## src/core/adc_seq_params.svh

```systemverilog
// constants of the serial converter sequencer
// assumes one system clock domain; serial pins are asynchronous to it
`ifndef ADC_SEQ_PARAMS_SVH
`define ADC_SEQ_PARAMS_SVH

`define RES_BITS        8
`define ADDR_BITS       3
`define CNT_BITS        4
`define CONV_CYCLES     6'd36
`define CONV_LAST       6'd35
`define SAR_CYCLES      6'd32
`define SAR_STEP_LOG2   2
`define FILTER_CYCLES   2'd3
`define ADDR_EDGES      4'd3
`define SAMPLE_EDGE     4'd4
`define LAST_EDGE       4'd8
`define SELF_TEST_ADDR  3'h5
`define CODE_MID        8'h80
`define CODE_ZERO       8'h00
`define FIFO_DEPTH      2'd2

`endif

```

## src/core/adc_seq_pkg.sv

```systemverilog
// types shared by the serial converter sequencer
// assumes adc_seq_params.svh is compiled alongside
package adc_seq_pkg;
  typedef enum logic [0:0] {
    st_idle,
    st_conv
  } conv_state_t;
endpackage

```

## src/core/serial_adc_sequencer.sv

```systemverilog
// serial access and successive-approximation control of an 8-bit converter
// assumes cs_n, io_clk and addr_in arrive asynchronously; comp_hi is the
// analog comparator output settled within one sys_clk of dac_code
`include "adc_seq_params.svh"

module serial_adc_sequencer
  import adc_seq_pkg::*;
(
  input  wire logic                    sys_clk,
  input  wire logic                    reset,
  input  wire logic                    cs_n,
  input  wire logic                    io_clk,
  input  wire logic                    addr_in,
  input  wire logic                    comp_hi,
  output logic                         data_out,
  output logic                         data_out_oe,
  output logic                         eoc,
  output logic [`ADDR_BITS-1:0]        mux_sel,
  output logic                         self_test_sel,
  output logic                         sample_en,
  output logic [`RES_BITS-1:0]         dac_code
);

  // synchronisers: first stage feeds only the second
  logic [2:0] cs_sync_reg;
  logic [2:0] io_sync_reg;
  logic [1:0] ad_sync_reg;

  always_ff @(posedge sys_clk)
  begin
    if (reset)
    begin
      cs_sync_reg <= 3'h7;
      io_sync_reg <= 3'h0;
      ad_sync_reg <= 2'h0;
    end
    else
    begin
      cs_sync_reg <= {cs_sync_reg[1:0], cs_n};
      io_sync_reg <= {io_sync_reg[1:0], io_clk};
      ad_sync_reg <= {ad_sync_reg[0], addr_in};
    end
  end

  logic cs_edge;
  logic io_rise;
  logic io_fall;
  logic ad_bit;
  assign cs_edge = cs_sync_reg[2] ^ cs_sync_reg[1];
  assign io_rise = io_sync_reg[1] & ~io_sync_reg[2];
  assign io_fall = ~io_sync_reg[1] & io_sync_reg[2];
  assign ad_bit  = ad_sync_reg[1];

  conv_state_t                 state_reg,   state_next;
  logic [1:0]                  filt_reg,    filt_next;
  logic                        sel_reg,     sel_next;
  logic [`CNT_BITS-1:0]        fall_reg,    fall_next;
  logic [`CNT_BITS-1:0]        rise_reg,    rise_next;
  logic [`ADDR_BITS-1:0]       addr_reg,    addr_next;
  logic [`ADDR_BITS-1:0]       mux_reg,     mux_next;
  logic [`RES_BITS-1:0]        shift_reg,   shift_next;
  logic [`RES_BITS-1:0]        result_reg,  result_next;
  logic [`RES_BITS-1:0]        sar_reg,     sar_next;
  logic [5:0]                  cyc_reg,     cyc_next;
  logic                        dout_reg,    dout_next;
  logic                        oe_reg,      oe_next;
  logic                        eoc_reg,     eoc_next;
  logic                        samp_reg,    samp_next;
  logic [`RES_BITS-1:0]        dac_reg,     dac_next;
  logic                        st_reg,      st_next;
  // two-entry result buffer between converter and serial output
  logic [`RES_BITS-1:0]        fifo_mem [2];
  logic [`RES_BITS-1:0]        fifo_mem_next [2];
  logic                        wr_ptr_reg,  wr_ptr_next;
  logic                        rd_ptr_reg,  rd_ptr_next;
  logic [1:0]                  fcnt_reg,    fcnt_next;

  logic live;
  logic push_valid;
  logic push_ready;
  logic pop_valid;
  logic pop_ready;
  logic [2:0] bit_idx;
  logic [`RES_BITS-1:0] trial;

  always_comb
  begin
    state_next    = state_reg;
    filt_next     = filt_reg;
    sel_next      = sel_reg;
    fall_next     = fall_reg;
    rise_next     = rise_reg;
    addr_next     = addr_reg;
    mux_next      = mux_reg;
    shift_next    = shift_reg;
    result_next   = result_reg;
    sar_next      = sar_reg;
    cyc_next      = cyc_reg;
    dout_next     = dout_reg;
    oe_next       = oe_reg;
    eoc_next      = eoc_reg;
    samp_next     = samp_reg;
    fifo_mem_next = fifo_mem;
    wr_ptr_next   = wr_ptr_reg;
    rd_ptr_next   = rd_ptr_reg;
    bit_idx       = 3'(7 - cyc_reg[5:`SAR_STEP_LOG2]);
    trial         = sar_reg;
    push_valid    = 1'b0;
    push_ready    = (fcnt_reg != `FIFO_DEPTH);

    // select filter: a change restarts the quiet window
    if (cs_edge)
      filt_next = `FILTER_CYCLES;
    else if (filt_reg != 2'd0)
    begin
      filt_next = filt_reg - 2'd1;
      if (filt_reg == 2'd1)
      begin
        sel_next  = ~cs_sync_reg[2];
        fall_next = 4'd0;
        rise_next = 4'd0;
        if (~cs_sync_reg[2])
        begin
          state_next = st_idle;   // recognised select aborts conversion
          samp_next  = 1'b0;
          shift_next = result_reg;
          dout_next  = result_reg[`RES_BITS-1];
          oe_next    = 1'b1;
        end
        else
          oe_next = 1'b0;
      end
    end

    live = sel_reg && (filt_reg == 2'd0) && !cs_edge;
    if (live && io_rise && rise_reg < `ADDR_EDGES)
    begin
      addr_next = {addr_reg[`ADDR_BITS-2:0], ad_bit};
      rise_next = rise_reg + 4'd1;
    end

    if (live && io_fall)
    begin
      fall_next = (fall_reg == `LAST_EDGE) ? 4'd1 : fall_reg + 4'd1;
      if (fall_next == `LAST_EDGE)
      begin
        // hold begins; host sets this instant by its eighth pulse
        samp_next  = 1'b0;
        rise_next  = 4'd0;
        mux_next   = addr_reg;
        state_next = st_conv;
        cyc_next   = 6'd0;
        sar_next   = `CODE_ZERO;
        eoc_next   = 1'b0;
        shift_next = result_reg;
        dout_next  = result_reg[`RES_BITS-1];
      end
      else
      begin
        shift_next = {shift_reg[`RES_BITS-2:0], 1'b0};
        dout_next  = shift_reg[`RES_BITS-2];
        if (fall_next == `SAMPLE_EDGE)
        begin
          mux_next  = addr_reg;
          samp_next = 1'b1;
        end
      end
    end

    // successive approximation: 4 cycles per bit, 36 cycles in all
    unique case (state_reg)
      st_idle: ;
      st_conv:
      begin
        if (cyc_reg < `SAR_CYCLES)
        begin
          trial = sar_reg | (`CODE_MID >> (7 - bit_idx));
          if (cyc_reg[1:0] == 2'd3)
            sar_next = comp_hi ? trial : sar_reg;
        end
        if (cyc_reg == `CONV_LAST)
        begin
          push_valid = 1'b1;
          if (push_ready)
          begin
            state_next = st_idle;
            eoc_next   = 1'b1;
          end
        end
        else
          cyc_next = cyc_reg + 6'd1;
      end
    endcase

    // dac trial code is registered so the comparator sees a steady level
    dac_next = (state_reg == st_conv) ? trial : sar_reg;
    st_next  = (mux_next >= `SELF_TEST_ADDR);
    if (push_valid && push_ready)
    begin
      fifo_mem_next[wr_ptr_reg] = sar_reg;
      wr_ptr_next = ~wr_ptr_reg;
    end

    // drain while deselected or while fall_reg is 0 or 8, so the word holds from the first to the eighth falling edge
    pop_valid = (fcnt_reg != 2'd0);
    pop_ready = !sel_reg || fall_reg == 4'd0 || fall_reg == `LAST_EDGE;
    if (pop_valid && pop_ready && !(live && io_fall))
    begin
      result_next = fifo_mem[rd_ptr_reg];
      rd_ptr_next = ~rd_ptr_reg;
      if (sel_next)
      begin
        shift_next = fifo_mem[rd_ptr_reg];
        dout_next  = fifo_mem[rd_ptr_reg][`RES_BITS-1];
      end
    end
    fcnt_next = fcnt_reg
              + {1'b0, push_valid && push_ready}
              - {1'b0, pop_valid && pop_ready && !(live && io_fall)};
  end

  always_ff @(posedge sys_clk)
  begin
    if (reset)
    begin
      state_reg   <= st_idle;
      filt_reg    <= 2'd0;
      sel_reg     <= 1'b0;
      fall_reg    <= 4'd0;
      rise_reg    <= 4'd0;
      addr_reg    <= 3'h0;
      mux_reg     <= 3'h0;
      shift_reg   <= `CODE_ZERO;
      result_reg  <= `CODE_ZERO;
      sar_reg     <= `CODE_ZERO;
      cyc_reg     <= 6'd0;
      dout_reg    <= 1'b0;
      oe_reg      <= 1'b0;
      eoc_reg     <= 1'b1;
      samp_reg    <= 1'b0;
      dac_reg     <= `CODE_ZERO;
      st_reg      <= 1'b0;
      fifo_mem[0] <= `CODE_ZERO;
      fifo_mem[1] <= `CODE_ZERO;
      wr_ptr_reg  <= 1'b0;
      rd_ptr_reg  <= 1'b0;
      fcnt_reg    <= 2'd0;
    end
    else
    begin
      state_reg   <= state_next;
      filt_reg    <= filt_next;
      sel_reg     <= sel_next;
      fall_reg    <= fall_next;
      rise_reg    <= rise_next;
      addr_reg    <= addr_next;
      mux_reg     <= mux_next;
      shift_reg   <= shift_next;
      result_reg  <= result_next;
      sar_reg     <= sar_next;
      cyc_reg     <= cyc_next;
      dout_reg    <= dout_next;
      oe_reg      <= oe_next;
      eoc_reg     <= eoc_next;
      samp_reg    <= samp_next;
      dac_reg     <= dac_next;
      st_reg      <= st_next;
      fifo_mem    <= fifo_mem_next;
      wr_ptr_reg  <= wr_ptr_next;
      rd_ptr_reg  <= rd_ptr_next;
      fcnt_reg    <= fcnt_next;
    end
  end

  assign data_out      = dout_reg;
  assign data_out_oe   = oe_reg;
  assign eoc           = eoc_reg;
  assign mux_sel       = mux_reg;
  assign self_test_sel = st_reg;
  assign sample_en     = samp_reg;
  assign dac_code      = dac_reg;

endmodule // serial_adc_sequencer

```

## config.mk

```make
export PLATFORM = sky130hd
export DESIGN_NAME = serial_adc_sequencer
export DESIGN_NICKNAME = d
export VERILOG_FILES = /design/src/core/adc_seq_pkg.sv /design/src/core/serial_adc_sequencer.sv
export VERILOG_INCLUDE_DIRS = /design/src /design/src/core
export SDC_FILE = /design/constraint.sdc
export NUM_CORES = 1
export LEC_CHECK = 0
export ABC_CLOCK_PERIOD_IN_PS = 2200
export BUFFER_PORTS_ARGS = -buffer_cell sky130_fd_sc_hd__buf_2
export CELL_PAD_IN_SITES_DETAIL_PLACEMENT = 0
export CELL_PAD_IN_SITES_GLOBAL_PLACEMENT = 1
export CORE_MARGIN = 2
export CORE_UTILIZATION = 42
export DETAILED_ROUTE_END_ITERATION = 12
export HOLD_SLACK_MARGIN = 0.06
export PLACE_DENSITY = 0.85
export SLEW_MARGIN = 10
export SYNTH_ARGS = -nofsm -noshare
export SYNTH_HDL_FRONTEND = slang
export SYNTH_SLANG_ARGS = --single-unit
```

## constraint.sdc

```tcl
create_clock -name sys_clk -period 2.2 [get_ports sys_clk]
set_input_delay 0.11 -clock sys_clk [delete_from_list [all_inputs] [get_ports sys_clk]]
set_output_delay 0.11 -clock sys_clk [all_outputs]
set_load 0.005 [all_outputs]
```

== Word level (Yosys, flattened, before mapping) ==
Cells that the tools add are included.
Storage, ports and cells
  flip-flop bits (word level): 89
  input bits: 6
  output and inout bits: 16
  logic and storage cells: 161
Operators by class
  add/subtract/negate cells: 8
  $lt $le $gt $ge: 6
  equal/unequal tests: 9
  shift-type cells: 1
  muxes and demuxes: 77
  bitwise operators: 12
  reduce and logical (&&, ||, !) cells: 23
Operator list (number)
  two-way mux 8 bit: 20
  two-way mux 4 bit: 11
  two-way mux 1 bit: 35
  >> shifter 8 x 32 -> 8 bit, first input constant: 1
  two-way mux 6 bit: 4
  bitwise mux 16 bit: 1
  nonzero test 2 bit: 5
  logical AND 1 bit: 9
  two-way mux 3 bit: 3
  adder 4 x 1 -> 4 bit, second input constant: 2
  demux 8 bit (select 1 bit): 1
  == test 4 bit, second input constant: 2
  OR 8 bit: 1
  adder 6 x 1 -> 6 bit, second input constant: 1
  == test 6 bit, second input constant: 1
  less-than comparator 6 bit, second input constant: 1
  NOT 1 bit: 6
  AND reduction 3 bit: 2
  == test 4 x 3 -> 1 bit, second input constant: 1
  >= comparator 2 bit, second input constant: 2
  logical NOT 4 bit: 1
  less-than comparator 4 x 2 -> 1 bit, second input constant: 1
  two-way mux 2 bit: 2
  != test 4 bit, second input constant: 1
  other kinds (17): 22

== Logic depth before layout (Yosys ltp) ==
  depth after elaboration: 9
  gate-level depth with buffers: 14
  gate-level depth less buffers: 12

== Least setup slack after synthesis ==
No wires, ideal clock.
  path kind: register to register
  start point: reg filt_reg[0]
  end point: reg fcnt_reg[1]
  library setup time: 0.128 ns
  arrival time: 2.314 ns
  data required time: 2.072 ns
  path slack: -0.241 ns
  cell stages (with the launch flop): 15
  path buffers: 2
  period minus slack after synthesis: 2.441 ns
  cells stage by stage: dfxtp_1 inv_1 ha_1 and4b_1 and2_1 buf_2 nand2b_4 inv_2 buf_4 ha_1 inv_1 ha_1 xnor2_1 xnor2_1 nor2_1
On the way
  longest elaborated chain between the ends: 7
Ends and longest elaborated chain
  start, declared: line serial_adc_sequencer.sv:55  | logic [1:0] filt_reg, filt_next;
  start signal, assigned: line serial_adc_sequencer.sv:252  | filt_reg <= filt_next;
  logical NOT 2 bit: line serial_adc_sequencer.sv:135  | live = sel_reg && (filt_reg == 2'd0) && !cs_edge;
  logical AND 1 bit (2 in a row): line serial_adc_sequencer.sv:135
  logical AND 1 bit: line serial_adc_sequencer.sv:219  | - {1'b0, pop_valid && pop_ready && !(live && io_fall)};
  logical NOT 1 bit: line serial_adc_sequencer.sv:219
  logical AND 1 bit: line serial_adc_sequencer.sv:219
  subtractor 2 x 1 -> 2 bit: line serial_adc_sequencer.sv:219
  end signal, assigned: line serial_adc_sequencer.sv:271  | fcnt_reg <= fcnt_next;
  end, declared: line serial_adc_sequencer.sv:76  | logic [1:0] fcnt_reg, fcnt_next;
No other way between the ends.
A chain may end at the register's enable or synchronous reset.

== Worst setup path after layout ==
  start point: reg cyc_reg[0]
  end point: reg fcnt_reg[1]
On the way
  longest elaborated chain between the ends: 6
Ends and longest elaborated chain
  start, declared: line serial_adc_sequencer.sv:64  | logic [5:0] cyc_reg, cyc_next;
  start signal, assigned: line serial_adc_sequencer.sv:261  | cyc_reg <= cyc_next;
  == test 6 bit (no line)
  two-way mux 1 bit: line serial_adc_sequencer.sv:181  | if (cyc_reg == `CONV_LAST)
  two-way mux 1 bit: line serial_adc_sequencer.sv:171  | unique case (state_reg)
  logical AND 1 bit: line serial_adc_sequencer.sv:218  | + {1'b0, push_valid && push_ready}
  adder 2 x 1 -> 2 bit: line serial_adc_sequencer.sv:218
  subtractor 2 x 1 -> 2 bit: line serial_adc_sequencer.sv:219
No other way between the ends.

==> impl_metrics.env <==
export IMPL_status="finished clean"
export IMPL_wl_um=8470
export IMPL_maxCapViolCount=0
export IMPL_cp_arrival_ns=2.33
export IMPL_critPathMaxStageDelay_ns=0.39
export IMPL_netlist_area_um2=3920
export IMPL_drc=0
export IMPL_dp_hpwl_um=5860
export IMPL_overflow=0
export IMPL_fin_util=0.491
export IMPL_slowest_stage="dfxtp_1"
export IMPL_timing_final_crit_share=0.945
export IMPL_timing_final_max_slew_violations=0
export IMPL_vias=3162
export IMPL_grt_max_degree=43
export IMPL_path_cells="ha_1 -> nor4b_2 -> o2111a_1 -> inv_2 -> ha_4 -> inv_2 -> ha_4 -> xnor2_2 -> xnor2_1 -> nor2_1"
export IMPL_clkPwrFrac=0.344
export IMPL_synth_seq_area_share=0.449
export IMPL_port_buffers=21
export IMPL_clkTransAtPathRegs_ns=0.10
export IMPL_hp_class="in -> reg"
export IMPL_rows=35
export IMPL_hold_viol=0
export IMPL_layout_drive_gt1_share=0.176
export IMPL_die_w_um=101
export IMPL_synth_avg_cell_area_um2=9.04
export IMPL_combPwrFrac=0.174
export IMPL_async_reset_ff_frac=0
export IMPL_fin_hold_ws_ns=0.123
export IMPL_clock_skew_ns=0.0136
export IMPL_power_switching_mw=1.04
export IMPL_synth_area_leaders="dfxtp_1, mux2i_1, a21oi_1, nor2_1, ha_1"
export IMPL_synth_edf_count=0
export IMPL_cts_sinks=88
export IMPL_synthesis_nets=449
export IMPL_cts_tree="yes"
export IMPL_cts_setup_buffers=0
export IMPL_fmax_ghz=0.481
export IMPL_grt_pass1_wl_um=14600
export IMPL_grt_usage=0.179
export IMPL_antenna_found_initial=0
export IMPL_synth_top_area_frac=0.449
export IMPL_critical_path_class="reg -> reg"
export IMPL_io_pin_count=22
export IMPL_cts_buffer_depth=2
export IMPL_tightest_slew_ns=0.588
export IMPL_crit_path_end_kind="register"
export IMPL_internal_power_mw=2.71
export IMPL_rsz0062_at_grt="false"
export IMPL_die_y_um=101
export IMPL_grt_pass1_vias=3093
export IMPL_dieArea_um2=10100
export IMPL_ys_warn_count=0
export IMPL_leakage_nw=1.62
export IMPL_p_seq_frac=0.483
export IMPL_netSwitchingFraction=0.277
export IMPL_required_ns=2.45
export IMPL_relSlewSlack=0.608
export IMPL_cts_root_buf="clkbuf_8"
export IMPL_p_per_area_nw_per_um2=834
export IMPL_drt_iter0_drc=115
export IMPL_largest_reg_flops=16
export IMPL_ir_drop_mv=0.395
export IMPL_synthCells=434
export IMPL_num_antenna_cells=0
export IMPL_top_register="fifo_mem"
export IMPL_yosysUniqueCellTypes=53
export IMPL_firstDrtPassIters=4
export IMPL_area_growth_pct=14.5
export IMPL_cts_buffers=9
export IMPL_viasPerCell=5.49
export IMPL_cp_start_kind="register"
export IMPL_ys_ff_latch=88
export IMPL_power_mw=3.75
export IMPL_place_congestion=0.828
export IMPL_wl_per_cell_um=14.7
export IMPL_cp_max_fo=9
export IMPL_finalSetupViolations=0
export IMPL_synth_flop_cell="dfxtp_1"
export IMPL_start_util=0.429
export IMPL_clock_latency_ns=0.36
export IMPL_htree_levels=3
export IMPL_yosysTopAreaCell="dfxtp_1"
export IMPL_core_area_um2=9150
export IMPL_post_route_min_period_ns=2.08
export IMPL_setup_tns_final_ns=0
export IMPL_layout_nets=475
export IMPL_ant_nets=0
kinds of logic (layout without fill, tap and decap cells):
kind of cell | after synthesis | count (layout) | share of synthesized area
AOI/OAI and AO/OA | 109 | 109 | 0.174
xor gates and xnor gates | 6 | 6 | 0.0134
adders and majority gates | 9 | 9 | 0.0287
buffers and inverters | 36 | 67 | 0.0418
DFF | 88 | 88 | 0.449
muxes | 31 | 31 | 0.0823
and+or+nand+nor | 155 | 155 | 0.211
worst max-delay path, delay by kind of cell, from the launching register on:
family / cells / cell delay, ns
adders and majority gates: 3 / 0.62
DFF: 1 / 0.39
xor gates and xnor gates: 2 / 0.30
and+or+nand+nor: 2 / 0.27
AOI/OAI and AO/OA: 1 / 0.27
buffers and inverters: 2 / 0.13
through the flow:
stage / area, um^2 / worst slack [ns] / cells
2_1_floorplan: 3980 / 0.0249 / 434
3_3_place_gp: 4220 / 0.163 / 557
3_5_place_dp: 4220 / 0.0579 / 557
4_1_cts: 4480 / 0.0383 / 576
5_1_grt: 4490 / 0.00124 / 576
6_report: 4490 / 0.122 / 576
final timing paths:
check,start,endpoint,slack [ns],cells after the start
max,cyc_reg[0]$_SDFF_PP0_,fcnt_reg[1]$_SDFF_PP0_,0.12,10
min,reset,rd_ptr_reg$_SDFFE_PP0P_,0.12,2
max reg2reg,cyc_reg[0]$_SDFF_PP0_,fcnt_reg[1]$_SDFF_PP0_,0.12,10
min reg2reg,cs_sync_reg[0]$_SDFF_PP1_,cs_sync_reg[1]$_SDFF_PP1_,0.42,1
synthesized netlist by cell type, drive strengths merged (2+ instances only):
library cell	number
a211oi	11
a21boi	2
a21o	3
a21oi	38
a22o	2
a22oi	6
a31o	2
a31oi	7
and2	3
and3	5
buf	10
clkbuf	14
dfxtp	88
ha	9
inv	12
mux2	10
mux2i	21
nand2	27
nand2b	11
nand3	20
nand3b	4
nor2	49
nor2b	15
nor3	5
nor4b	2
o211ai	8
o21ai	21
o22a	2
or2	3
or4	7
xnor2	5
final cells by class:
type                            count  area, um^2
Clock buffer                       11         141
Clock inverter                      5        88.8
Fill cell                         860        4660
Inverter                           12        47.5
Multi-Input combinational cell    310        2050
Sequential cell                    88        1760
Tap cell                          111         139
Timing Repair Buffer               39         260
power by group through the flow:
stage	Combinational, mW	Sequential (mW)	Clock (mW)
finish	0.650	1.81	1.29
CTS	0.653	1.81	1.31
global route	0.717	1.83	1.38
global placement	0.618	1.84	0
floorplan	0.554	1.80	0
detailed placement	0.647	1.85	0
placed cells by master (no fill, tap or decap), drive strengths merged, types with 13 or more instances in the layout:
master,Yosys,routed
nand2,27,27
mux2i,21,21
a21oi,38,38
buf,10,36
o21ai,21,21
inv,12,13
nor2b,15,15
nand3,20,20
dfxtp,88,88
nor2,49,49
what timing repair did:
action                                  CTS  global route
endpoints found under the hold margin     3             0
hold buffers                              3             0
endpoints found under the setup margin    0             6
resized for setup                         0             2
layer usage:
metal | part of all wire | up-vias | track usage | routed length, um
met5 | 0 | - | 0 | 0
met4 | 0.015 | 0 | 0.0706 | 131
met3 | 0.021 | 11 | 0.0291 | 177
met2 | 0.47 | 40 | 0.289 | 3990
met1 | 0.49 | 1511 | 0.238 | 4170
li1 | - | 1600 | - | -
Note: power is estimated with default switching activity, not from simulation.
